## config.mk

```make
export PLATFORM = sky130hd
export DESIGN_NAME = tse_top
export DESIGN_NICKNAME = d
export VERILOG_FILES = /design/src/rtl/tse_pkg.sv /design/src/rtl/tse_reg_if.sv /design/src/rtl/tse_apb_slave.sv /design/src/rtl/tse_chan.sv /design/src/rtl/tse_top.sv
export SDC_FILE = /design/constraint.sdc
export NUM_CORES = 1
export LEC_CHECK = 0
export ABC_AREA = 1
export BUFFER_PORTS_ARGS = -buffer_cell sky130_fd_sc_hd__buf_2
export CAP_MARGIN = 30
export CORE_MARGIN = 2
export CORE_UTILIZATION = 49
export DETAILED_ROUTE_END_ITERATION = 10
export PLACE_DENSITY = 0.76
export SLEW_MARGIN = 15
export SYNTH_ARGS = -nofsm -noshare
export SYNTH_HDL_FRONTEND = slang
export SYNTH_SLANG_ARGS = --single-unit
```

## constraint.sdc

```tcl
create_clock -name clk_sys -period 1.2 [get_ports clk_sys]
set_clock_uncertainty 0.1 [all_clocks]
set_input_delay 0.06 -clock clk_sys [delete_from_list [all_inputs] [get_ports clk_sys]]
set_output_delay 0.06 -clock clk_sys [all_outputs]
set_load 0.02 [all_outputs]
```

## src/rtl/tse_pkg.sv

```systemverilog
// Constants for the timer software event generation block.
// Assumes a 32-bit APB register bus and a 40 MHz kernel clock.
package tse_pkg;
	localparam int TSE_NCH = 4;
	localparam int TSE_CNT_W = 16;
	localparam int TSE_ADDR_W = 8;
	localparam int TSE_DATA_W = 32;

	// Register byte offsets
	localparam logic [7:0] TSE_ADDR_CTRL = 8'h00;
	localparam logic [7:0] TSE_ADDR_MASK = 8'h0C;
	localparam logic [7:0] TSE_ADDR_STATUS = 8'h10;
	localparam logic [7:0] TSE_ADDR_EVTGEN = 8'h14;
	localparam logic [7:0] TSE_ADDR_CAP1 = 8'h20;
	localparam logic [7:0] TSE_ADDR_CAP4 = 8'h2C;

	// Event generation register bits
	localparam int TSE_EVT_W = 8;
	localparam int TSE_EVT_UPD = 0;
	localparam int TSE_EVT_CH1 = 1;
	localparam int TSE_EVT_COM = 5;
	localparam int TSE_EVT_TRG = 6;
	localparam int TSE_EVT_BRK = 7;
	localparam logic [7:0] TSE_EVT_RST = 8'h00;

	// Status and mask layout; overcapture of channel i sits at TSE_STS_OVC1 + i
	localparam int TSE_STS_W = 13;
	localparam int TSE_STS_UPD = 0;
	localparam int TSE_STS_CH1 = 1;
	localparam int TSE_STS_COM = 5;
	localparam int TSE_STS_TRG = 6;
	localparam int TSE_STS_BRK = 7;
	localparam int TSE_STS_OVC1 = 9;
	localparam logic [12:0] TSE_STS_RST = 13'h0000;

	// Control register layout
	localparam int TSE_CTRL_W = 12;
	localparam int TSE_CTRL_UPDATE_DISABLE = 0;
	localparam int TSE_CTRL_UPDATE_SOURCE_SELECT = 1;
	localparam int TSE_CTRL_CCPC = 2;
	localparam int TSE_CTRL_DOWN = 3;
	localparam int TSE_CTRL_CMS_LO = 4;
	localparam int TSE_CTRL_CMS_HI = 5;
	localparam int TSE_CTRL_IN1 = 8;
	localparam logic [11:0] TSE_CTRL_RST = 12'h000;

	// Channels that own complementary outputs
	localparam logic [3:0] TSE_COMP_MASK = 4'h7;
	localparam logic [15:0] TSE_CNT_ZERO = 16'h0000;
	localparam logic [31:0] TSE_DATA_ZERO = 32'h0000_0000;

	typedef enum logic
	{
		TSE_SLV_IDLE = 1'b0,
		TSE_SLV_ACK = 1'b1
	} tse_slv_e;
endpackage : tse_pkg

```

## src/rtl/tse_reg_if.sv

```systemverilog
// Internal register access bus between the APB slave and the core.
// Assumes both ends run on clk_sys.
interface tse_reg_if;
	import tse_pkg::*;
	logic wr_en;
	logic rd_en;
	logic [7:0] addr;
	logic [31:0] wdata;
	logic [31:0] rdata;
	logic err;

	modport slave
	(
		output wr_en,
		output rd_en,
		output addr,
		output wdata,
		input rdata,
		input err
	);
	modport core
	(
		input wr_en,
		input rd_en,
		input addr,
		input wdata,
		output rdata,
		output err
	);
endinterface : tse_reg_if

```

## src/rtl/tse_apb_slave.sv

```systemverilog
// APB slave front end: one wait state, registered pready, prdata and pslverr.
// Assumes a well-behaved APB master on clk_sys.
module tse_apb_slave
	import tse_pkg::*;
(
	input wire logic clk_sys,
	input wire logic resetn,
	input wire logic psel,
	input wire logic penable,
	input wire logic pwrite,
	input wire logic [7:0] paddr,
	input wire logic [31:0] pwdata,
	output logic [31:0] prdata,
	output logic pready,
	output logic pslverr,
	tse_reg_if.slave bus
);
	tse_slv_e state_ff;
	tse_slv_e nxt_state;
	logic pready_ff;
	logic pslverr_ff;
	logic [31:0] prdata_ff;

	always_comb
	begin
		nxt_state = TSE_SLV_IDLE;
		if (state_ff == TSE_SLV_IDLE && psel && penable)
		begin
			nxt_state = TSE_SLV_ACK;
		end
	end

	always_ff @(posedge clk_sys)
	begin
		if (!resetn)
		begin
			state_ff <= TSE_SLV_IDLE;
			pready_ff <= 1'b0;
		end
		else
		begin
			state_ff <= nxt_state;
			pready_ff <= (nxt_state == TSE_SLV_ACK);
		end
	end

	// Read data is sampled one cycle before completion so it comes from a flop
	always_ff @(posedge clk_sys)
	begin
		if (!resetn)
		begin
			prdata_ff <= TSE_DATA_ZERO;
			pslverr_ff <= 1'b0;
		end
		else if (nxt_state == TSE_SLV_ACK)
		begin
			prdata_ff <= pwrite ? TSE_DATA_ZERO : bus.rdata;
			pslverr_ff <= bus.err;
		end
		else
		begin
			prdata_ff <= TSE_DATA_ZERO;
			pslverr_ff <= 1'b0;
		end
	end

	// Register side effects happen only at the completing edge
	assign bus.wr_en = psel && penable && pwrite && pready_ff;
	assign bus.rd_en = psel && penable && !pwrite && pready_ff;
	assign bus.addr = paddr;
	assign bus.wdata = pwdata;
	assign prdata = prdata_ff;
	assign pready = pready_ff;
	assign pslverr = pslverr_ff;
endmodule : tse_apb_slave

```

## src/rtl/tse_chan.sv

```systemverilog
// One capture/compare channel: flag, overcapture flag and capture register.
// Assumes req is a one-cycle pulse and clears are one-cycle pulses.
module tse_chan
	import tse_pkg::*;
(
	input wire logic clk_sys,
	input wire logic resetn,
	input wire logic req,
	input wire logic input_mode,
	input wire logic [15:0] cnt_value,
	input wire logic flag_clr,
	input wire logic ovc_clr,
	output logic flag,
	output logic ovc,
	output logic [15:0] cap
);
	logic flag_ff;
	logic ovc_ff;
	logic [15:0] cap_ff;

	// Set beats a clear landing in the same cycle
	always_ff @(posedge clk_sys)
	begin
		if (!resetn)
		begin
			flag_ff <= 1'b0;
		end
		else
		begin
			flag_ff <= (flag_ff && !flag_clr) || req;
		end
	end

	always_ff @(posedge clk_sys)
	begin
		if (!resetn)
		begin
			ovc_ff <= 1'b0;
		end
		else
		begin
			ovc_ff <= (ovc_ff && !ovc_clr) || (req && input_mode && flag_ff);
		end
	end

	always_ff @(posedge clk_sys)
	begin
		if (!resetn)
		begin
			cap_ff <= TSE_CNT_ZERO;
		end
		else if (req && input_mode)
		begin
			cap_ff <= cnt_value;
		end
	end

	assign flag = flag_ff;
	assign ovc = ovc_ff;
	assign cap = cap_ff;
endmodule : tse_chan

```

## src/rtl/tse_top.sv

```systemverilog
// Software event generation for an advanced control timer, with APB access.
// Assumes the counter, channel output and break units consume the event pulses.
//
// Implementation choice: the APB register port.
module tse_top
	import tse_pkg::*;
(
	input wire logic clk_sys,
	input wire logic resetn,
	input wire logic psel,
	input wire logic penable,
	input wire logic pwrite,
	input wire logic [7:0] paddr,
	input wire logic [31:0] pwdata,
	output logic [31:0] prdata,
	output logic pready,
	output logic pslverr,
	input wire logic [15:0] cnt_value,
	input wire logic [15:0] auto_reload_value,
	output logic irq,
	output logic main_output_enable_clr,
	output logic trigger_event,
	output logic [3:0] com_update_ch,
	output logic [3:0] cc_event,
	output logic cnt_load,
	output logic [15:0] cnt_load_value,
	output logic presc_clear
);
	tse_reg_if bus();

	logic [7:0] evt_req_ff;
	logic [11:0] ctrl_ff;
	logic [12:0] mask_ff;
	logic upd_flag_ff;
	logic com_flag_ff;
	logic trg_flag_ff;
	logic brk_flag_ff;
	logic irq_ff;
	logic moe_clr_ff;
	logic trg_evt_ff;
	logic [3:0] com_upd_ff;
	logic [3:0] cc_evt_ff;
	logic cnt_load_ff;
	logic [15:0] cnt_load_value_ff;
	logic presc_clear_ff;
	logic [3:0] ch_flag;
	logic [3:0] ch_ovc;
	logic [15:0] ch_cap [TSE_NCH];
	logic [3:0] ch_rd_clr;
	logic [12:0] status;
	logic [12:0] sts_clr;
	logic wr_ctrl;
	logic wr_mask;
	logic wr_status;
	logic wr_evt;
	logic [11:0] in_mode_bits;

	tse_apb_slave u_slave
	(
		.clk_sys(clk_sys),
		.resetn(resetn),
		.psel(psel),
		.penable(penable),
		.pwrite(pwrite),
		.paddr(paddr),
		.pwdata(pwdata),
		.prdata(prdata),
		.pready(pready),
		.pslverr(pslverr),
		.bus(bus)
	);

	assign wr_ctrl = bus.wr_en && bus.addr == TSE_ADDR_CTRL;
	assign wr_mask = bus.wr_en && bus.addr == TSE_ADDR_MASK;
	assign wr_status = bus.wr_en && bus.addr == TSE_ADDR_STATUS;
	assign wr_evt = bus.wr_en && bus.addr == TSE_ADDR_EVTGEN;
	assign sts_clr = wr_status ? bus.wdata[TSE_STS_W-1:0] : TSE_STS_RST;
	assign in_mode_bits = ctrl_ff;

	assign status = {ch_ovc, 1'b0, brk_flag_ff, trg_flag_ff, com_flag_ff, ch_flag, upd_flag_ff};

	// Read mux and unmapped-address answer
	always_comb
	begin
		bus.rdata = TSE_DATA_ZERO;
		bus.err = 1'b0;
		unique case (bus.addr)
			TSE_ADDR_CTRL: bus.rdata = {20'h0_0000, ctrl_ff};
			TSE_ADDR_MASK: bus.rdata = {19'h0_0000, mask_ff};
			TSE_ADDR_STATUS: bus.rdata = {19'h0_0000, status};
			TSE_ADDR_EVTGEN: bus.rdata = TSE_DATA_ZERO;
			TSE_ADDR_CAP1: bus.rdata = {16'h0000, ch_cap[0]};
			TSE_ADDR_CAP1 + 8'h04: bus.rdata = {16'h0000, ch_cap[1]};
			TSE_ADDR_CAP1 + 8'h08: bus.rdata = {16'h0000, ch_cap[2]};
			TSE_ADDR_CAP4: bus.rdata = {16'h0000, ch_cap[3]};
			default: bus.err = 1'b1;
		endcase
	end

	always_ff @(posedge clk_sys)
	begin
		if (!resetn)
		begin
			ctrl_ff <= TSE_CTRL_RST;
		end
		else if (wr_ctrl)
		begin
			ctrl_ff <= bus.wdata[TSE_CTRL_W-1:0];
		end
	end

	always_ff @(posedge clk_sys)
	begin
		if (!resetn)
		begin
			mask_ff <= TSE_STS_RST;
		end
		else if (wr_mask)
		begin
			mask_ff <= bus.wdata[TSE_STS_W-1:0];
		end
	end

	// Requests live for exactly one cycle; zeros and reserved bits are dropped
	always_ff @(posedge clk_sys)
	begin
		if (!resetn)
		begin
			evt_req_ff <= TSE_EVT_RST;
		end
		else
		begin
			evt_req_ff <= wr_evt ? bus.wdata[TSE_EVT_W-1:0] : TSE_EVT_RST;
		end
	end

	// Hardware-set status flags, write one to clear, set wins
	always_ff @(posedge clk_sys)
	begin
		if (!resetn)
		begin
			upd_flag_ff <= 1'b0;
			com_flag_ff <= 1'b0;
			trg_flag_ff <= 1'b0;
			brk_flag_ff <= 1'b0;
		end
		else
		begin
			upd_flag_ff <= (upd_flag_ff && !sts_clr[TSE_STS_UPD]) || (evt_req_ff[TSE_EVT_UPD]
				&& !ctrl_ff[TSE_CTRL_UPDATE_SOURCE_SELECT] && !ctrl_ff[TSE_CTRL_UPDATE_DISABLE]);
			com_flag_ff <= (com_flag_ff && !sts_clr[TSE_STS_COM]) || evt_req_ff[TSE_EVT_COM];
			trg_flag_ff <= (trg_flag_ff && !sts_clr[TSE_STS_TRG]) || evt_req_ff[TSE_EVT_TRG];
			brk_flag_ff <= (brk_flag_ff && !sts_clr[TSE_STS_BRK]) || evt_req_ff[TSE_EVT_BRK];
		end
	end

	// Reading a capture register also clears that channel's flag
	genvar gi;
	generate
		for (gi = 0; gi < TSE_NCH; gi++)
		begin : g_ch
			assign ch_rd_clr[gi] = bus.rd_en && bus.addr == TSE_ADDR_CAP1 + 8'(4 * gi);
			tse_chan u_chan
			(
				.clk_sys(clk_sys),
				.resetn(resetn),
				.req(evt_req_ff[TSE_EVT_CH1 + gi]),
				.input_mode(in_mode_bits[TSE_CTRL_IN1 + gi]),
				.cnt_value(cnt_value),
				.flag_clr(sts_clr[TSE_STS_CH1 + gi] || ch_rd_clr[gi]),
				.ovc_clr(sts_clr[TSE_STS_OVC1 + gi]),
				.flag(ch_flag[gi]),
				.ovc(ch_ovc[gi]),
				.cap(ch_cap[gi])
			);
		end
	endgenerate

	// Event strobes towards break, slave and channel units
	always_ff @(posedge clk_sys)
	begin
		if (!resetn)
		begin
			moe_clr_ff <= 1'b0;
			trg_evt_ff <= 1'b0;
			com_upd_ff <= 4'h0;
			cc_evt_ff <= 4'h0;
		end
		else
		begin
			moe_clr_ff <= evt_req_ff[TSE_EVT_BRK];
			trg_evt_ff <= evt_req_ff[TSE_EVT_TRG];
			// Preloaded enables and modes move only under preload control
			com_upd_ff <= (evt_req_ff[TSE_EVT_COM] && ctrl_ff[TSE_CTRL_CCPC]) ? TSE_COMP_MASK : 4'h0;
			// Output-mode channels only; input-mode ones capture instead
			cc_evt_ff <= evt_req_ff[TSE_EVT_CH1 +: TSE_NCH] & ~in_mode_bits[TSE_CTRL_IN1 +: TSE_NCH];
		end
	end

	// Counter reload is not gated by update disable: the request always reinitialises
	always_ff @(posedge clk_sys)
	begin
		if (!resetn)
		begin
			cnt_load_ff <= 1'b0;
			presc_clear_ff <= 1'b0;
			cnt_load_value_ff <= TSE_CNT_ZERO;
		end
		else
		begin
			cnt_load_ff <= evt_req_ff[TSE_EVT_UPD];
			presc_clear_ff <= evt_req_ff[TSE_EVT_UPD];
			if (evt_req_ff[TSE_EVT_UPD])
			begin
				cnt_load_value_ff <= (ctrl_ff[TSE_CTRL_DOWN]
					&& ctrl_ff[TSE_CTRL_CMS_HI:TSE_CTRL_CMS_LO] == 2'b00) ? auto_reload_value : TSE_CNT_ZERO;
			end
		end
	end

	always_ff @(posedge clk_sys)
	begin
		if (!resetn)
		begin
			irq_ff <= 1'b0;
		end
		else
		begin
			irq_ff <= |(status & mask_ff);
		end
	end

	assign irq = irq_ff;
	assign main_output_enable_clr = moe_clr_ff;
	assign trigger_event = trg_evt_ff;
	assign com_update_ch = com_upd_ff;
	assign cc_event = cc_evt_ff;
	assign cnt_load = cnt_load_ff;
	assign cnt_load_value = cnt_load_value_ff;
	assign presc_clear = presc_clear_ff;
endmodule : tse_top

```

==> reports/metrics.cfg <==
[cells_and_area]
finalNonFillerCells=1246
drive_gt1_frac=0.232
n_antenna_cell=0
syn_to_final_growth_pct=35.9
fillers=1035
design_area_sq_um=8640
nNetsFinal=1138
fin_util=0.684

[die]
io_pins=140
die_x_um=118
initial_utilization=0.503
core_sq_um=12600
die_y_um=118
dieArea_sq_um=13900
rows=41

[drt]
route.met3.wl_um=1280
vias=6413
highest_layer=met4
viasPerCell=5.15
drt_first_pass_iters=5
drt_iter0_markers=451
ant_nets=0
drt-met1-wl_um=7560
route.detailed.drc=0
wl_met2_um=8960
wl_um=18600
routedWlPerCell_um=14.9

[timing]
rsz0062_at_grt=true
slew_violations=0
fmax_mhz=788
finalHoldViolations=0
fin_ws_ns=-0.0684
period_minus_slack_ns=1.27
setup_violations=24
min_period_over_period=1.06

[worst_setup_path]
startpoint_type=register
rrSetupSlack_ns=-0.07
path_buf_inv=2
critical_path.top_delay_family=flip-flops
reg2reg_depth=7
crit_path_top_delay_cell=dfxtp_4
cp-end-kind=register
worstSetupPathType=register to register
arrival_ns=1.47
crit_chain=nand3_4 > buf_6 > nor2_4 > buf_6 > nand2_2 > nand2_2 > a21oi_2
r2r_start=u_slave.state_ff
crit_path_max_incr_delay_ns=0.36
cp_max_fo=6
r2r_end=com_flag_ff
required_ns=1.40

[logic_synthesis]
synthFlopType=dfxtp_1
ys_async_sr_fraction=0
synth-edff-count=0
netlist-cell-type-count=25
synthCells=886
syn_area_sq_um=6350
syn_avg_cell_area_sq_um=7.17
synth-seq-cells=152
yosys_warnings=0
yosysSeqAreaShare=0.479

[global_routing]
grt_pass1_wl_um=29500
grt.overflow.total=0
antenna_found_initial=0
grt_max_degree=46
grt_use_total=0.267
grt_pass1_vias=5923

[place]
portBuffers=103
placed_area_sq_um=7380
dp_cells=1164
hpwl_um=11800
gp_congestion=0.895

[clock_network]
cts.sinks=152
root_buffer=clkbuf_16
clock_path_buffers=2
clk_pin_slew_ns=0.07
tritoncts=built
clk_latency_ns=0.43
h-tree-depth=4
numCtsBuffers=17

[power]
ir_drop_mv=0.914
powerDensity_nw_per_um2=1300
total_power_w=0.0112
p_leak_nw=3.74

[worst_hold_path]
holdCritStartpoint=pwrite
hold_depth=5
holdPathEnd=u_slave.prdata[9]
hp-class=primary input to register

[outcome]
status=finished with violations
violations=negative setup slack

[flow_run]
drv_cap=0

-- worst register-to-register path: cells and delay by family (launching register included) --
family | cells | cell delay, ns
flops | 1 | 0.36
simple gates | 4 | 0.33
compound gates | 1 | 0.06
buf+inv | 2 | 0.29
-- per-layer routing --
metal / vias up / GRT usage
met5: - / 0
met4: 0 / 0.142
met3: 57 / 0.0610
met2: 284 / 0.437
met1: 2892 / 0.327
li1: 3180 / -
-- metrics by stage --
stage	hold WS, ns	setup TNS, ns	setup WS (ns)
finish	0.0624	-0.546	-0.0684
global route	0.0745	-3.05	-0.100
CTS	-0.155	-0.856	-0.0620
detailed placement	0.213	-6.31	-0.183
global placement	0.207	-4.96	-0.153
floorplan	0.0722	0	0.00462
-- logic make-up after synthesis --
| kind of cell | synth area share |
|---|---|
| buf+inv | 0.0849 |
| other cells | 0.000590 |
| flops | 0.479 |
| simple gates | 0.310 |
| compound gates | 0.126 |
-- power breakdown --
group          internal [W]  switching (W)
clock               0.00343        0.00208
combinational      0.000284       0.000361
sequential          0.00505     0.00000201
-- cell usage in the layout, fill, tap and decap left out, types with 20 or more instances in the layout --
cell type,synthesis,layout
buf_2,16,102
o21ai_1,1,20
dfxtp_1,152,150
a21oi_1,41,32
dlygate4sd3_1,0,47
buf_4,25,35
o21ai_0,104,84
nand3_1,95,93
inv_1,38,36
nand2_1,130,116
nor2_1,218,217
-- worst max path at each step --
stage,from,to,slack (ns),depth (start not counted)
detailed placement,paddr[1],mask_ff[0],-0.18,8
global placement,paddr[1],mask_ff[5],-0.15,8
global route,u_slave.state_ff,com_flag_ff,-0.10,7
finish,u_slave.state_ff,com_flag_ff,-0.07,7
CTS,u_slave.state_ff,com_flag_ff,-0.06,8
floorplan,ctrl_ff[9],g_ch[1].u_chan.cap[0],0.005,5
-- synth_stat cells, types with 3 or more instances --
cell type    n  area, sq um
inv_2        3         11.3
nand3_1     95          475
nand2_1    130          488
nand4_1      6         37.5
dfxtp_1    152         3040
inv_1       38          143
o21ai_0    104          521
nand2_2      5         31.3
clkinv_1     4         15.0
nor3_1       4         20.0
a21oi_2      7         61.3
a21oi_1     41          205
clkbuf_1    22         82.6
nor2_2       3         18.8
buf_2       16         80.1
buf_4       25          188
nor2_1     218          818
nor2_4       6         67.6
-- final cells by class --
type                            instances  area, sq um  area share
Clock buffer                           21          470      0.0545
Clock inverter                         11          146      0.0169
Inverter                               45          179      0.0207
Multi-Input combinational cell        639         2960       0.342
Sequential cell                       152         3050       0.353
Tap cell                              172          215      0.0249
Timing Repair Buffer                  206         1620       0.188
-- what timing repair did --
| item | CTS | global route |
|---|---|---|
| resized for setup | 17 | 55 |
| endpoints found under the hold margin | 128 | 3 |
| setup buffers | 2 | 1 |
| setup endpoints to repair | 33 | 86 |
| hold buffers | 46 | 1 |
| pin swaps | 3 | 7 |
| cloned | 1 | 1 |
-- flip-flops by register name (all words and copies together) (netlist names) --
name,cells
g_ch.u_chan.cap,64
u_slave.state_ff,1
evt_req_ff,8
u_slave.prdata,16
com_update_ch,1
g_ch.u_chan.ovc,4
cnt_load_value,16
main_output_enable_clr,1
presc_clear,1
com_flag_ff,1
mask_ff,13
g_ch.u_chan.flag,4
trigger_event,1
u_slave.pslverr,1
ctrl_ff,12
upd_flag_ff,1
cc_event,4
trg_flag_ff,1
irq,1
brk_flag_ff,1
(Power assumes the default switching activity.)
